**src/design/acs_consts.vh**
```
// register offsets, field positions, reset values and encodings
`ifndef ACS_CONSTS_VH
`define ACS_CONSTS_VH
`define ACS_OFF_OSC       12'h000
`define ACS_OFF_ACLK      12'h004
`define ACS_OFF_UNLOCK    12'h008
`define ACS_OFF_IRQ_STAT  12'h00C
`define ACS_OFF_IRQ_EN    12'h010
`define ACS_OFF_IRQ_CLR   12'h014
`define ACS_OFF_CUR       12'h018
`define ACS_UNLOCK_KEY1   16'h0046
`define ACS_UNLOCK_KEY2   16'h0057
`define ACS_ACLK_RESET    16'h2700
`define ACS_OSC_RESET     16'h0000
`define ACS_OSC_WMASK     16'h0700
`define ACS_ACLK_WMASK    16'hA7C0
`define ACS_BIT_AUX_PLL_ENABLE    15
`define ACS_BIT_LOCK      14
`define ACS_BIT_SRCSEL    13
`define ACS_DIV_HI        10
`define ACS_DIV_LO        8
`define ACS_BIT_REFSEL    7
`define ACS_BIT_RCSEL     6
`define ACS_BIT_CF        3
`define ACS_BIT_SWREQ     0
`define ACS_NOSC_HI       10
`define ACS_NOSC_LO       8
`define ACS_OSC_FRC       3'h0
`define ACS_OSC_INTERNAL_RC_WITH_PLL_MODE    3'h1
`define ACS_OSC_PRI       3'h2
`define ACS_OSC_PRIPLL    3'h3
`define ACS_LOCK_CYCLES   16'h0064
`define ACS_SWITCH_CYCLES 8'h10
`define ACS_IRQ_BITS      3
`endif

```
**src/design/acs_aux_divider.v**
```verilog
// auxiliary clock output divider, glitch-free ratio change
`timescale 1ns/100ps
module acs_aux_divider (
  // clock and reset
  input  wire       clk,
  input  wire       rst_n,
  // control
  input  wire       src_clk_en,
  input  wire [2:0] div_sel,
  // output
  output reg        div_out
);

  reg [7:0] count;
  reg [7:0] half;
  reg [7:0] next_half;

  // setting to half period count minus one; 111 bypasses
  always @* begin
    case (div_sel)
      3'h6:    next_half = 8'h00;
      3'h5:    next_half = 8'h01;
      3'h4:    next_half = 8'h03;
      3'h3:    next_half = 8'h07;
      3'h2:    next_half = 8'h0F;
      3'h1:    next_half = 8'h1F;
      3'h0:    next_half = 8'h7F;
      default: next_half = 8'h00;
    endcase
  end

  // toggling counter; new ratio loaded at output falling edge
  // outside bypass no tick holds phase and count; bypass drives the
  // output low, so sparse ticks divide true at every ratio
  always @(posedge clk or negedge rst_n) begin
    if (!rst_n) begin
      count   <= 8'h00;
      half    <= 8'h00;
      div_out <= 1'b0;
    end else if (div_sel == 3'h7 && half == 8'h00) begin
      // divide by 1 passes each tick
      count   <= 8'h00;
      div_out <= src_clk_en;
    end else if (src_clk_en) begin
      if (count >= half) begin
        count   <= 8'h00;
        div_out <= ~div_out;
        if (div_out)
          half <= next_half;
      end else begin
        count <= count + 8'h01;
      end
    end
  end

endmodule // acs_aux_divider

```
**src/design/acs_clock_ctrl.v**
```verilog
// auxiliary clock and oscillator switch control with apb slave
//
// Summary of operation
// - aux pll runs only when enabled
// - read-only lock bit shows pll lock
// - divider source: aux osc or primary vco
// - three-bit output divider, 1 to 256
// - reference: primary, none, or internal rc
// - registers reset only on power-on
// - clock fail flag sticky until cleared
// - switch request self-clears when done
// - oscillator register writes need unlock
// - no direct pll to pll mode switch
// - unimplemented bits read zero
//
// Local design decisions: the address map and the APB interface to the registers.
`timescale 1ns/100ps
`include "acs_consts.vh"
module acs_clock_ctrl #(
  parameter LOCK_CYCLES = 100
) (
  // apb slave
  input  wire        pclk,
  input  wire        presetn,
  input  wire        psel,
  input  wire        penable,
  input  wire        pwrite,
  input  wire [11:0] paddr,
  input  wire [31:0] pwdata,
  output reg  [31:0] prdata,
  output reg         pready,
  output reg         pslverr,
  // clock system status
  input  wire        fail_detect,
  input  wire        aux_osc_clk_en,
  input  wire        pri_vco_clk_en,
  // clock system control
  output reg         aux_pll_run,
  output reg  [1:0]  aux_pll_ref,
  output reg  [2:0]  cur_osc,
  output reg         aux_clk_out,
  output reg         irq
);

  localparam ST_IDLE   = 2'h0;
  localparam ST_KEY1   = 2'h1;
  localparam ST_OPEN   = 2'h2;
  localparam SW_IDLE   = 1'b0;
  localparam SW_BUSY   = 1'b1;

  reg [15:0] osc_reg;
  reg [15:0] aclk_reg;
  reg [1:0]  ulk_state;
  reg        sw_state;
  reg [7:0]  sw_count;
  reg [15:0] lock_count;
  reg        locked;
  reg [2:0]  irq_stat;
  reg [2:0]  irq_en;
  reg        locked_d;
  reg        sw_done;
  reg        sw_reject;
  reg [31:0] next_rdata;
  reg [1:0]  next_ulk_state;
  wire       div_clk;
  wire       wr_en;
  wire       rd_en;
  wire       osc_wr;
  wire [2:0] evt;
  wire [2:0] next_irq_stat;
  wire       hit_osc;
  wire       hit_aclk;
  wire       hit_unlock;
  wire       hit_irq_en;
  wire       hit_irq_clr;
  genvar     gi;

  // is a pll mode
  function is_pll;
    input [2:0] m;
    begin
      is_pll = (m == `ACS_OSC_INTERNAL_RC_WITH_PLL_MODE) || (m == `ACS_OSC_PRIPLL);
    end
  endfunction

  assign wr_en  = psel & penable & pwrite;
  assign rd_en  = psel & ~penable & ~pwrite;
  // register hits, shared by writes and the unlock sequence
  assign hit_osc     = (paddr == `ACS_OFF_OSC);
  assign hit_aclk    = (paddr == `ACS_OFF_ACLK);
  assign hit_unlock  = (paddr == `ACS_OFF_UNLOCK);
  assign hit_irq_en  = (paddr == `ACS_OFF_IRQ_EN);
  assign hit_irq_clr = (paddr == `ACS_OFF_IRQ_CLR);
  assign osc_wr = wr_en && hit_osc && ulk_state == ST_OPEN;

  // unlock sequence: two key writes then one open write
  always @* begin
    next_ulk_state = ulk_state;
    if (wr_en) begin
      case (ulk_state)
        ST_IDLE: begin
          if (hit_unlock && pwdata[15:0] == `ACS_UNLOCK_KEY1)
            next_ulk_state = ST_KEY1;
          else
            next_ulk_state = ST_IDLE;
        end
        ST_KEY1: begin
          if (hit_unlock && pwdata[15:0] == `ACS_UNLOCK_KEY2)
            next_ulk_state = ST_OPEN;
          else if (hit_unlock && pwdata[15:0] == `ACS_UNLOCK_KEY1)
            next_ulk_state = ST_KEY1;
          else
            next_ulk_state = ST_IDLE;
        end
        default: begin
          // any write after the open one relocks
          if (hit_unlock && pwdata[15:0] == `ACS_UNLOCK_KEY1)
            next_ulk_state = ST_KEY1;
          else
            next_ulk_state = ST_IDLE;
        end
      endcase
    end
  end

  // unlock state register
  always @(posedge pclk or negedge presetn) begin
    if (!presetn)
      ulk_state <= ST_IDLE;
    else
      ulk_state <= next_ulk_state;
  end

  // oscillator control register; presetn is the power-on reset
  // power-on only
  always @(posedge pclk or negedge presetn) begin
    if (!presetn) begin
      osc_reg <= `ACS_OSC_RESET;
    end else begin
      if (osc_wr)
        osc_reg[`ACS_NOSC_HI:`ACS_NOSC_LO] <=
          pwdata[`ACS_NOSC_HI:`ACS_NOSC_LO];
      if (fail_detect)
        osc_reg[`ACS_BIT_CF] <= 1'b1;
      else if (osc_wr && !pwdata[`ACS_BIT_CF])
        osc_reg[`ACS_BIT_CF] <= 1'b0;
      if (sw_done || sw_reject)
        osc_reg[`ACS_BIT_SWREQ] <= 1'b0;
      else if (osc_wr && pwdata[`ACS_BIT_SWREQ])
        osc_reg[`ACS_BIT_SWREQ] <= 1'b1;
    end
  end

  // switch sequencer; pll to pll requests are refused
  always @(posedge pclk or negedge presetn) begin
    if (!presetn) begin
      sw_state  <= SW_IDLE;
      sw_count  <= 8'h00;
      cur_osc   <= `ACS_OSC_FRC;
      sw_done   <= 1'b0;
      sw_reject <= 1'b0;
    end else begin
      sw_done   <= 1'b0;
      sw_reject <= 1'b0;
      case (sw_state)
        SW_IDLE: begin
          if (osc_reg[`ACS_BIT_SWREQ] && !sw_done && !sw_reject) begin
            if (is_pll(cur_osc) &&
                is_pll(osc_reg[`ACS_NOSC_HI:`ACS_NOSC_LO]) &&
                cur_osc != osc_reg[`ACS_NOSC_HI:`ACS_NOSC_LO])
              sw_reject <= 1'b1;
            else begin
              sw_state <= SW_BUSY;
              sw_count <= `ACS_SWITCH_CYCLES;
            end
          end
        end
        default: begin
          if (sw_count == 8'h00) begin
            cur_osc  <= osc_reg[`ACS_NOSC_HI:`ACS_NOSC_LO];
            sw_done  <= 1'b1;
            sw_state <= SW_IDLE;
          end else begin
            sw_count <= sw_count - 8'h01;
          end
        end
      endcase
    end
  end

  // auxiliary clock control register
  always @(posedge pclk or negedge presetn) begin
    if (!presetn)
      aclk_reg <= `ACS_ACLK_RESET;
    else if (wr_en && hit_aclk)
      aclk_reg <= pwdata[15:0] & `ACS_ACLK_WMASK;
  end

  // lock timer; lock is lost whenever the pll stops
  always @(posedge pclk or negedge presetn) begin
    if (!presetn) begin
      lock_count  <= 16'h0000;
      locked      <= 1'b0;
      aux_pll_run <= 1'b0;
      aux_pll_ref <= 2'h0;
      locked_d    <= 1'b0;
    end else begin
      aux_pll_run <= aclk_reg[`ACS_BIT_AUX_PLL_ENABLE];
      if (aclk_reg[`ACS_BIT_RCSEL])
        aux_pll_ref <= 2'h2;
      else if (aclk_reg[`ACS_BIT_REFSEL])
        aux_pll_ref <= 2'h1;
      else
        aux_pll_ref <= 2'h0;
      locked_d <= locked;
      if (!aclk_reg[`ACS_BIT_AUX_PLL_ENABLE]) begin
        lock_count <= 16'h0000;
        locked     <= 1'b0;
      end else if (lock_count == LOCK_CYCLES[15:0]) begin
        locked <= 1'b1;
      end else begin
        lock_count <= lock_count + 16'h0001;
      end
    end
  end

  acs_aux_divider u_div (
    .clk        (pclk),
    .rst_n      (presetn),
    .src_clk_en (aclk_reg[`ACS_BIT_SRCSEL] ? aux_osc_clk_en :
                 pri_vco_clk_en),
    .div_sel    (aclk_reg[`ACS_DIV_HI:`ACS_DIV_LO]),
    .div_out    (div_clk)
  );

  // events: clock fail, switch done, pll lock gained
  assign evt = {locked & ~locked_d, sw_done, fail_detect};

  // per-bit sticky next value; an event beats a same-cycle clear
  generate
    for (gi = 0; gi < `ACS_IRQ_BITS; gi = gi + 1) begin : g_stat
      assign next_irq_stat[gi] = evt[gi] |
        (irq_stat[gi] & ~(wr_en & hit_irq_clr & pwdata[gi]));
    end
  endgenerate

  // sticky interrupt status and enable, level interrupt
  always @(posedge pclk or negedge presetn) begin
    if (!presetn) begin
      irq_stat    <= 3'h0;
      irq_en      <= 3'h0;
      irq         <= 1'b0;
      aux_clk_out <= 1'b0;
    end else begin
      irq_stat <= next_irq_stat;
      if (wr_en && hit_irq_en)
        irq_en <= pwdata[2:0];
      irq         <= |(irq_stat & irq_en);
      aux_clk_out <= div_clk;
    end
  end

  // read mux; unmapped and unimplemented bits read zero
  // zero fill
  always @* begin
    next_rdata = 32'h00000000;
    if (paddr == `ACS_OFF_OSC)
      next_rdata[15:0] = osc_reg & (`ACS_OSC_WMASK | 16'h0009);
    else if (paddr == `ACS_OFF_ACLK)
      next_rdata[15:0] = aclk_reg | {1'b0, locked, 14'h0000};
    else if (paddr == `ACS_OFF_IRQ_STAT)
      next_rdata[2:0] = irq_stat;
    else if (paddr == `ACS_OFF_IRQ_EN)
      next_rdata[2:0] = irq_en;
    else if (paddr == `ACS_OFF_CUR)
      next_rdata[2:0] = cur_osc;
  end

  // apb answer: no wait state, data latched in setup
  always @(posedge pclk or negedge presetn) begin
    if (!presetn) begin
      prdata  <= 32'h00000000;
      pready  <= 1'b0;
      pslverr <= 1'b0;
    end else begin
      pready  <= psel & ~penable;
      pslverr <= 1'b0;
      if (rd_en)
        prdata <= next_rdata;
    end
  end

endmodule // acs_clock_ctrl

```
**config.mk**
```make
export PLATFORM = sky130hd
export DESIGN_NAME = acs_clock_ctrl
export DESIGN_NICKNAME = d
export VERILOG_FILES = /design/src/design/acs_aux_divider.v /design/src/design/acs_clock_ctrl.v
export VERILOG_INCLUDE_DIRS = /design/src /design/src/design
export SDC_FILE = /design/constraint.sdc
export NUM_CORES = 1
export LEC_CHECK = 0
export ABC_CLOCK_PERIOD_IN_PS = 2400
export BUFFER_PORTS_ARGS = -buffer_cell sky130_fd_sc_hd__buf_4
export CORE_MARGIN = 2
export CORE_UTILIZATION = 35
export CTS_CLUSTER_DIAMETER = 50
export DETAILED_ROUTE_END_ITERATION = 16
export HOLD_SLACK_MARGIN = 0.06
export PLACE_DENSITY = 0.54
export RECOVER_POWER = 50
export SYNTH_ARGS = -nofsm -noshare
export SYNTH_HDL_FRONTEND = slang
export SYNTH_HIERARCHICAL = 1
export SYNTH_SLANG_ARGS = --single-unit
```
**constraint.sdc**
```tcl
create_clock -name pclk -period 2.4 [get_ports pclk]
set_input_delay 0.12 -clock pclk [delete_from_list [all_inputs] [get_ports pclk]]
set_output_delay 0.12 -clock pclk [all_outputs]
set_load 0.05 [all_outputs]
```
### Word level (Yosys, flattened, before mapping)

Cells that the tools add are included.

* add/sub/neg operators: 3
* magnitude comparators: 1
* equal/unequal tests: 26
* muxes and demuxes: 40
* bitwise logic cells: 25
* reductions and logical operators: 33

Operators by type and width (number)
* 8-bit two-way mux: 7
* 16-bit by 7-bit equality test with 1-bit output, second input constant: 3
* 16-bit two-way mux: 3
* 7-bit one-hot mux with 6 select lines: 1
* 12-bit by 5-bit equality test with 1-bit output, second input constant: 3
* 12-bit by 4-bit equality test with 1-bit output, second input constant: 2
* 1-bit two-way mux: 21
* 16-bit by 1-bit adder with 16-bit output, second input constant: 1
* 8-bit logical NOT: 2
* 16-bit by 15-bit OR with 16-bit output: 1
* 1-bit logical AND: 13
* 13-bit two-way mux: 1
* 1-bit bitwise AND: 12
* 12-bit by 3-bit equality test with 1-bit output, second input constant: 1
* 3-bit by 2-bit equality test with 1-bit output, second input constant: 4
* 12-bit logical NOT: 1
* 3-bit two-way mux: 4
* 2-bit nonzero test: 5
* 3-bit by 1-bit equality test with 1-bit output, second input constant: 3
* 3-bit equality test, second input constant: 3
* 8-bit by 1-bit adder with 8-bit output, second input constant: 1
* 8-bit >= comparator: 1
* 1-bit NOT: 8
* 8-bit by 1-bit subtractor with 8-bit output, second input constant: 1
* other kinds (15): 26

* flip-flop bits (word level): 91
* input bits: 52
* output and inout port bits: 42
* word-level logic and storage cells: 152

### Logic depth before layout (Yosys ltp)

* word-level depth: 7
* mapped depth: 8
* mapped depth without buffers: 7

### Cells and area by module

Netlist, hierarchy kept.

By module, submodules not included
* acs_clock_ctrl: times used 1, cells each 311, area an instance 3483.3 um2, seq. area each 1756.7 um2
* acs_aux_divider: times used 1, cells each 105, area an instance 1001.0 um2, seq. area each 375.4 um2

### Worst setup path after synthesis

No wires, ideal clock.

* path kind: register to register
* from: register u_div.count[2]
* to: register u_div.half[1]
* data arrival time: 1.899 ns
* data required time: 2.275 ns
* slack: 0.376 ns
* stages on the path, launching flop included: 7
* path buffers: 0
* clock period less this slack: 2.024 ns
* cells stage by stage: dfrtp_1 ha_1 and3_1 o21ai_1 a31o_4 a211oi_4 mux2_4

* word-level cells in the longest chain between the ends: 2

RTL lines
* start: declaration: RTL line acs_aux_divider.v:14 `reg [7:0] count;`
* start signal: assignment: RTL line acs_aux_divider.v:51 `count <= count + 8'h01;`
* 8-bit >= comparator: RTL line acs_aux_divider.v:45 `if (count >= half) begin`
* 4-bit AND reduction (no line)
* end signal: assignment: RTL line acs_aux_divider.v:49 `half <= next_half;`
* end: declaration: RTL line acs_aux_divider.v:15 `reg [7:0] half;`

Every way passes these cells.
A chain may end at the register's enable or synchronous reset.

### Worst setup path after layout

* from: input port pwdata[9]
* to: register ulk_state[0]

* word-level cells in the longest chain between the ends: 5
* elaborated cells between the ends (all ways): 7
* classes of those cells: eq/ne: 2; mux: 3; reduce/logical: 2

RTL lines
* start: declaration: RTL line acs_clock_ctrl.v:29 `input wire [31:0] pwdata,`
* 16-bit by 7-bit equality test with 1-bit output (no line)
* 1-bit logical AND (no line)
* 1-bit two-way mux: RTL line acs_clock_ctrl.v:102, acs_clock_ctrl.v:110, acs_clock_ctrl.v:117
* 2-bit two-way mux: RTL line acs_clock_ctrl.v:108 `` if (hit_unlock && pwdata[15:0] == `ACS_UNLOCK_KEY2) ``
* 2-bit two-way mux *
* end signal: assignment: RTL line acs_clock_ctrl.v:131 `ulk_state <= next_ulk_state;`
* end: declaration: RTL line acs_clock_ctrl.v:53 `reg [1:0] ulk_state;`

Mark *: on every way between the ends. The rest lies on a longest branch, timed or not.

==> impl_table.tex <==
\begin{tabular}{lr}
\hline
Metric & Value \\
\hline
\multicolumn{2}{l}{\textbf{Run status}} \\
\quad Result of the run & complete, no violations \\
\multicolumn{2}{l}{\textbf{Route}} \\
\quad Post-route met1 wirelength & 4.84 mm \\
\quad Top routing layer in use & met4 \\
\quad Total iterations of the first detailed-routing run & 4 \\
\quad WL/cell & 15.1 um \\
\quad Met2 Wirelength & approximately 4.7 mm \\
\quad Antenna-violating nets left & 0 \\
\quad Routed WL & around 10 mm \\
\quad Wire length on met3 & between 400 and 500 um \\
\quad Number of vias in the routed layout & approximately 3300 \\
\quad DR iter-0 viols & 197 \\
\quad Per-cell via count in the routed design & between 4 and 5 \\
\quad Number of remaining DRC errors & 0 \\
\multicolumn{2}{l}{\textbf{Clocking}} \\
\quad CTS Sinks & 85 \\
\quad Clock buffers created by TritonCTS & 9 \\
\quad H-tree depth & 3 \\
\quad Reg clk slew, reported paths & approximately 0.060 ns \\
\quad CTS-repair resized insts & 0 \\
\quad Maximum count of clock buffers along a single path & 2 \\
\quad TritonCTS clock tree & yes \\
\quad Clock latency of the later-clocked register in the worst-skew pair & 0.33 ns \\
\quad Hold buffer count at CTS & 15 \\
\quad Post-CTS Repair Setup Buffers & 0 \\
\quad CTS root buffer & sky130\_fd\_sc\_hd\_\_clkbuf\_16 \\
\multicolumn{2}{l}{\textbf{Synthesis}} \\
\quad Fraction of synthesis flops using an asynchronous set or reset pin & 100\% \\
\quad Yosys top cell by area & sky130\_fd\_sc\_hd\_\_dfrtp\_1 \\
\quad Yosys warning count & 6 \\
\quad Cell types with the largest area share after synthesis & sky130\_fd\_sc\_hd\_\_dfrtp\_1, sky130\_fd\_sc\_hd\_\_mux2\_2, sky130\_fd\_sc\_hd\_\_buf\_4 \\
\quad Count of flip-flops with a built-in enable after synthesis & 0 \\
\quad Xor/xnor share of the synthesized area & under 10\% \\
\quad Share of synthesized area occupied by flip-flops and latches & a little under half \\
\quad Synthesized-area fraction occupied by ao, oa, aoi and oai cells & between 10\% and 20\% \\
\quad Multiplexer share of the synthesized area & $\sim$8.1\% \\
\quad Total standard cell area after synthesis & 4480 um2 \\
\quad Adder-cell share of the synthesized area & approximately 3.3\% \\
\quad Number of distinct library cells after synthesis & 64 \\
\quad \#FFs+latches synth & 85 \\
\quad Most used flip-flop cell after synthesis & sky130\_fd\_sc\_hd\_\_dfrtp\_1 \\
\quad Fraction of post-synthesis cell area in the top cell type by area & around 45\% \\
\quad Largest family of logic cells by synthesized area & simple AND/OR/NAND/NOR gates \\
\quad Post-synthesis instance total & 416 \\
\quad Mean area per synthesized cell & 10.8 um2 \\
\quad Simple-gate area share of the yosys netlist & 20.8\% \\
\multicolumn{2}{l}{\textbf{Die}} \\
\quad Die outline height & between 100 and 150 um \\
\quad Placeable Area & around 13000 um2 \\
\quad Ports placed on the boundary & 94 \\
\quad Initial core utilization & 35.7\% \\
\quad Die width & around 120 um \\
\quad Die Outline Area & around 14000 um2 \\
\quad Number of cell rows & 41 \\
\multicolumn{2}{l}{\textbf{Finish}} \\
\quad Fraction of final layout cells with drive strength greater than 1 & between 10\% and 20\% \\
\quad Largest registers & lock\_count (16), prdata (12) \\
\quad Largest register by flop count & lock\_count \\
\quad Number of flip-flops in the largest register & 16 \\
\quad Leading cell type in the layout, fill and taps excluded & sky130\_fd\_sc\_hd\_\_dfrtp\_1 \\
\quad Final Core Density & a little over two fifths \\
\quad Count of antenna diodes in the layout & 0 \\
\quad Layout-stage area growth over the synthesis result & 22.0\% \\
\quad Final Net Count & around 560 \\
\quad Commonest cells after routing, fill and taps aside & sky130\_fd\_sc\_hd\_\_dfrtp\_1, sky130\_fd\_sc\_hd\_\_buf\_4, sky130\_fd\_sc\_hd\_\_nand2\_1 \\
\multicolumn{2}{l}{\textbf{Setup path}} \\
\quad Worst path slowest cell & sky130\_fd\_sc\_hd\_\_dlygate4sd3\_1 \\
\quad Crit path DAT & approximately 2.6 ns \\
\quad Minimum setup slack among reg-to-reg paths & around 0.20 ns \\
\quad Element type at the critical path end & flip-flop \\
\quad Critical path required time & 2.67 ns \\
\quad Maximum net fanout on the critical path & 3 \\
\quad Crit Reg-Reg Startpoint & u\_div/count[0]\$\_DFFE\_PN0P\_ \\
\quad Critical path's most frequent cell & sky130\_fd\_sc\_hd\_\_dlygate4sd3\_1 \\
\quad Sort of element at the start of the critical path & input pin \\
\quad Worst-case reg-to-reg path depth & 7 \\
\quad Delay of the slowest cell on the worst path & 0.59 ns \\
\quad Reg-to-reg endpoint & u\_div/half[1]\$\_DFFE\_PN0P\_ \\
\quad Start-to-end type of the worst setup path & input pin to flip-flop \\
\quad Chain of cells forming the critical path & dlygate4sd3\_1 > buf\_4 > nor4bb\_1 > nand4\_1 > or4\_1 > o41ai\_2 > dlygate4sd3\_1 \\
\multicolumn{2}{l}{\textbf{Placement}} \\
\quad Setup WS pre-CTS & around 0.21 ns \\
\quad Weighted congestion at the end of routability-driven global placement & $\sim$0.82 \\
\quad Port Buffers & 56 \\
\quad Total half-perimeter wirelength after legalization and detailed placement & between 7 and 8 mm \\
\multicolumn{2}{l}{\textbf{Pwr}} \\
\quad Design Power & 3990 uW \\
\quad Total power divided by cell area & 730 nW/um2 \\
\quad Leakage power total & 0.00253 uW \\
\quad Largest vdd supply drop & between 0.3 and 0.4 mV \\
\multicolumn{2}{l}{\textbf{STA}} \\
\quad Total count of hold-check failures in the final report & 0 \\
\quad Clock skew & roughly 0.0073 ns \\
\quad Final period utilization & between 90\% and 100\% \\
\quad Max Freq & about 0.43 GHz \\
\quad Transition time at the pin with the least slew margin & just under 1 ns \\
\quad RSZ-0062 raised after global routing & no \\
\quad Endpoints failing setup & 0 \\
\quad Sum Neg Setup Slack & 0 ns \\
\quad Shortest clock period the worst path allows after layout & approximately 2.3 ns \\
\quad Number of max-slew violations in the final report & 0 \\
\quad Worst setup slack after layout & $\sim$0.097 ns \\
\quad Normalized max-slew margin & around 34\% \\
\multicolumn{2}{l}{\textbf{Min path}} \\
\quad Worst hold path stage count & 3 \\
\quad Class of the most critical hold timing path & input pin to flip-flop \\
\quad Hold-critical path endpoint & osc\_reg[3]\$\_DFFE\_PN0P\_ \\
\quad Hold Path Origin & pwdata[3] \\
\multicolumn{2}{l}{\textbf{Run}} \\
\quad \# Max-Cap Violations & 0 \\
\multicolumn{2}{l}{\textbf{GRT}} \\
\quad Antenna violations before repair & 0 \\
\quad Total Routing Usage GR & between 15 and 20\% \\
\quad Via count of the first global-routing pass & about 3300 \\
\quad Overflow left after global routing & 0 \\
\quad First-pass GRT wire length & 16.4 mm \\
\quad Maximum number of pins on one net before global-route repair & roughly 50 \\
\hline
\end{tabular}
==> stage by stage <==
stage / instance area, um2 / hold slack [ns] / cells
after detailed placement: 5040 / 0.138 / 638
after floorplan: 4560 / -0.176 / 436
after CTS: 5550 / 0.0701 / 669
final: 5470 / 0.0750 / 669
after global placement: 5040 / 0.138 / 638
after global routing: 5470 / 0.0905 / 669
==> cells in the mapped netlist (3+ instances only) <==
master and count:
sky130_fd_sc_hd__nand4b_1 3, sky130_fd_sc_hd__nor2b_1 6, sky130_fd_sc_hd__and4_1 4, sky130_fd_sc_hd__nand3_1 16, sky130_fd_sc_hd__and3_1 7, sky130_fd_sc_hd__nor3_1 10
sky130_fd_sc_hd__a21oi_1 11, sky130_fd_sc_hd__xor2_1 3, sky130_fd_sc_hd__nor2_1 18, sky130_fd_sc_hd__clkbuf_1 5, sky130_fd_sc_hd__nor4bb_1 3, sky130_fd_sc_hd__nand2b_1 12
sky130_fd_sc_hd__ha_1 12, sky130_fd_sc_hd__and2_1 12, sky130_fd_sc_hd__a22o_1 7, sky130_fd_sc_hd__mux2_2 17, sky130_fd_sc_hd__o31ai_1 3, sky130_fd_sc_hd__inv_1 20
sky130_fd_sc_hd__xnor2_1 9, sky130_fd_sc_hd__dfrtp_1 81, sky130_fd_sc_hd__mux2_4 4, sky130_fd_sc_hd__nand2_1 26, sky130_fd_sc_hd__buf_4 22, sky130_fd_sc_hd__a32o_1 3
sky130_fd_sc_hd__nand4_1 12, sky130_fd_sc_hd__dfstp_2 4, sky130_fd_sc_hd__a21o_1 6, sky130_fd_sc_hd__a21boi_0 3, sky130_fd_sc_hd__o21ai_0 14, sky130_fd_sc_hd__mux2i_1 11
sky130_fd_sc_hd__o211ai_1 5, sky130_fd_sc_hd__nor4_1 5
==> logic make-up after synthesis <==
group	Yosys count
and+or+nand+nor	155
muxes	32
adders and majority gates	12
DFF	85
other	1
buffers and inverters	49
AOI/OAI and AO/OA	70
xor gates and xnor gates	12
==> metal layers <==
layer  vias up  GRT usage, %
met1      1620          21.3
met2        73          24.7
met5         -             0
met4         0          6.43
li1       1625             -
met3        12          2.88
==> final cells by class <==
cell class	count	area, um2
Clock buffer	12	246
Clock inverter	4	120
Fill cell	1213	7100
Inverter	20	75.1
Multi-Input combinational cell	302	2160
Sequential cell	85	2130
Tap cell	172	215
Timing Repair Buffer	74	523
==> worst max path at each step <==
| stage | from | endpoint | slack, ns | cells past startpoint |
|---|---|---|---|---|
| 6_report | pwdata[9] | ulk_state[0]$_DFFE_PN0N_ | 0.1 | 7 |
| 5_1_grt | pwdata[9] | ulk_state[0]$_DFFE_PN0N_ | 0.002 | 7 |
| 4_1_cts | pwdata[15] | ulk_state[0]$_DFFE_PN0N_ | 0.05 | 7 |
| 3_5_place_dp | u_div/count[0]$_DFFE_PN0P_ | u_div/half[5]$_DFFE_PN0P_ | 0.21 | 7 |
| 3_3_place_gp | u_div/count[0]$_DFFE_PN0P_ | u_div/half[1]$_DFFE_PN0P_ | 0.25 | 7 |
| 2_1_floorplan | u_div/count[2]$_DFFE_PN0P_ | u_div/half[1]$_DFFE_PN0P_ | 0.38 | 6 |
==> report_power, final <==
group          total, uW  internal [uW]  switching [uW]  leakage, uW
clock               1720           1150             562     0.000177
combinational        668            271             397      0.00124
sequential          1610           1520            89.8      0.00111
total               3990           2940            1050      0.00253
==> critical path, delay by kind of cell <==
family	cells	cell delay, ns
simple gates	3	0.97
buf+inv	3	1.27
compound gates	1	0.20
No activity file was read; power rests on OpenSTA's default activity.
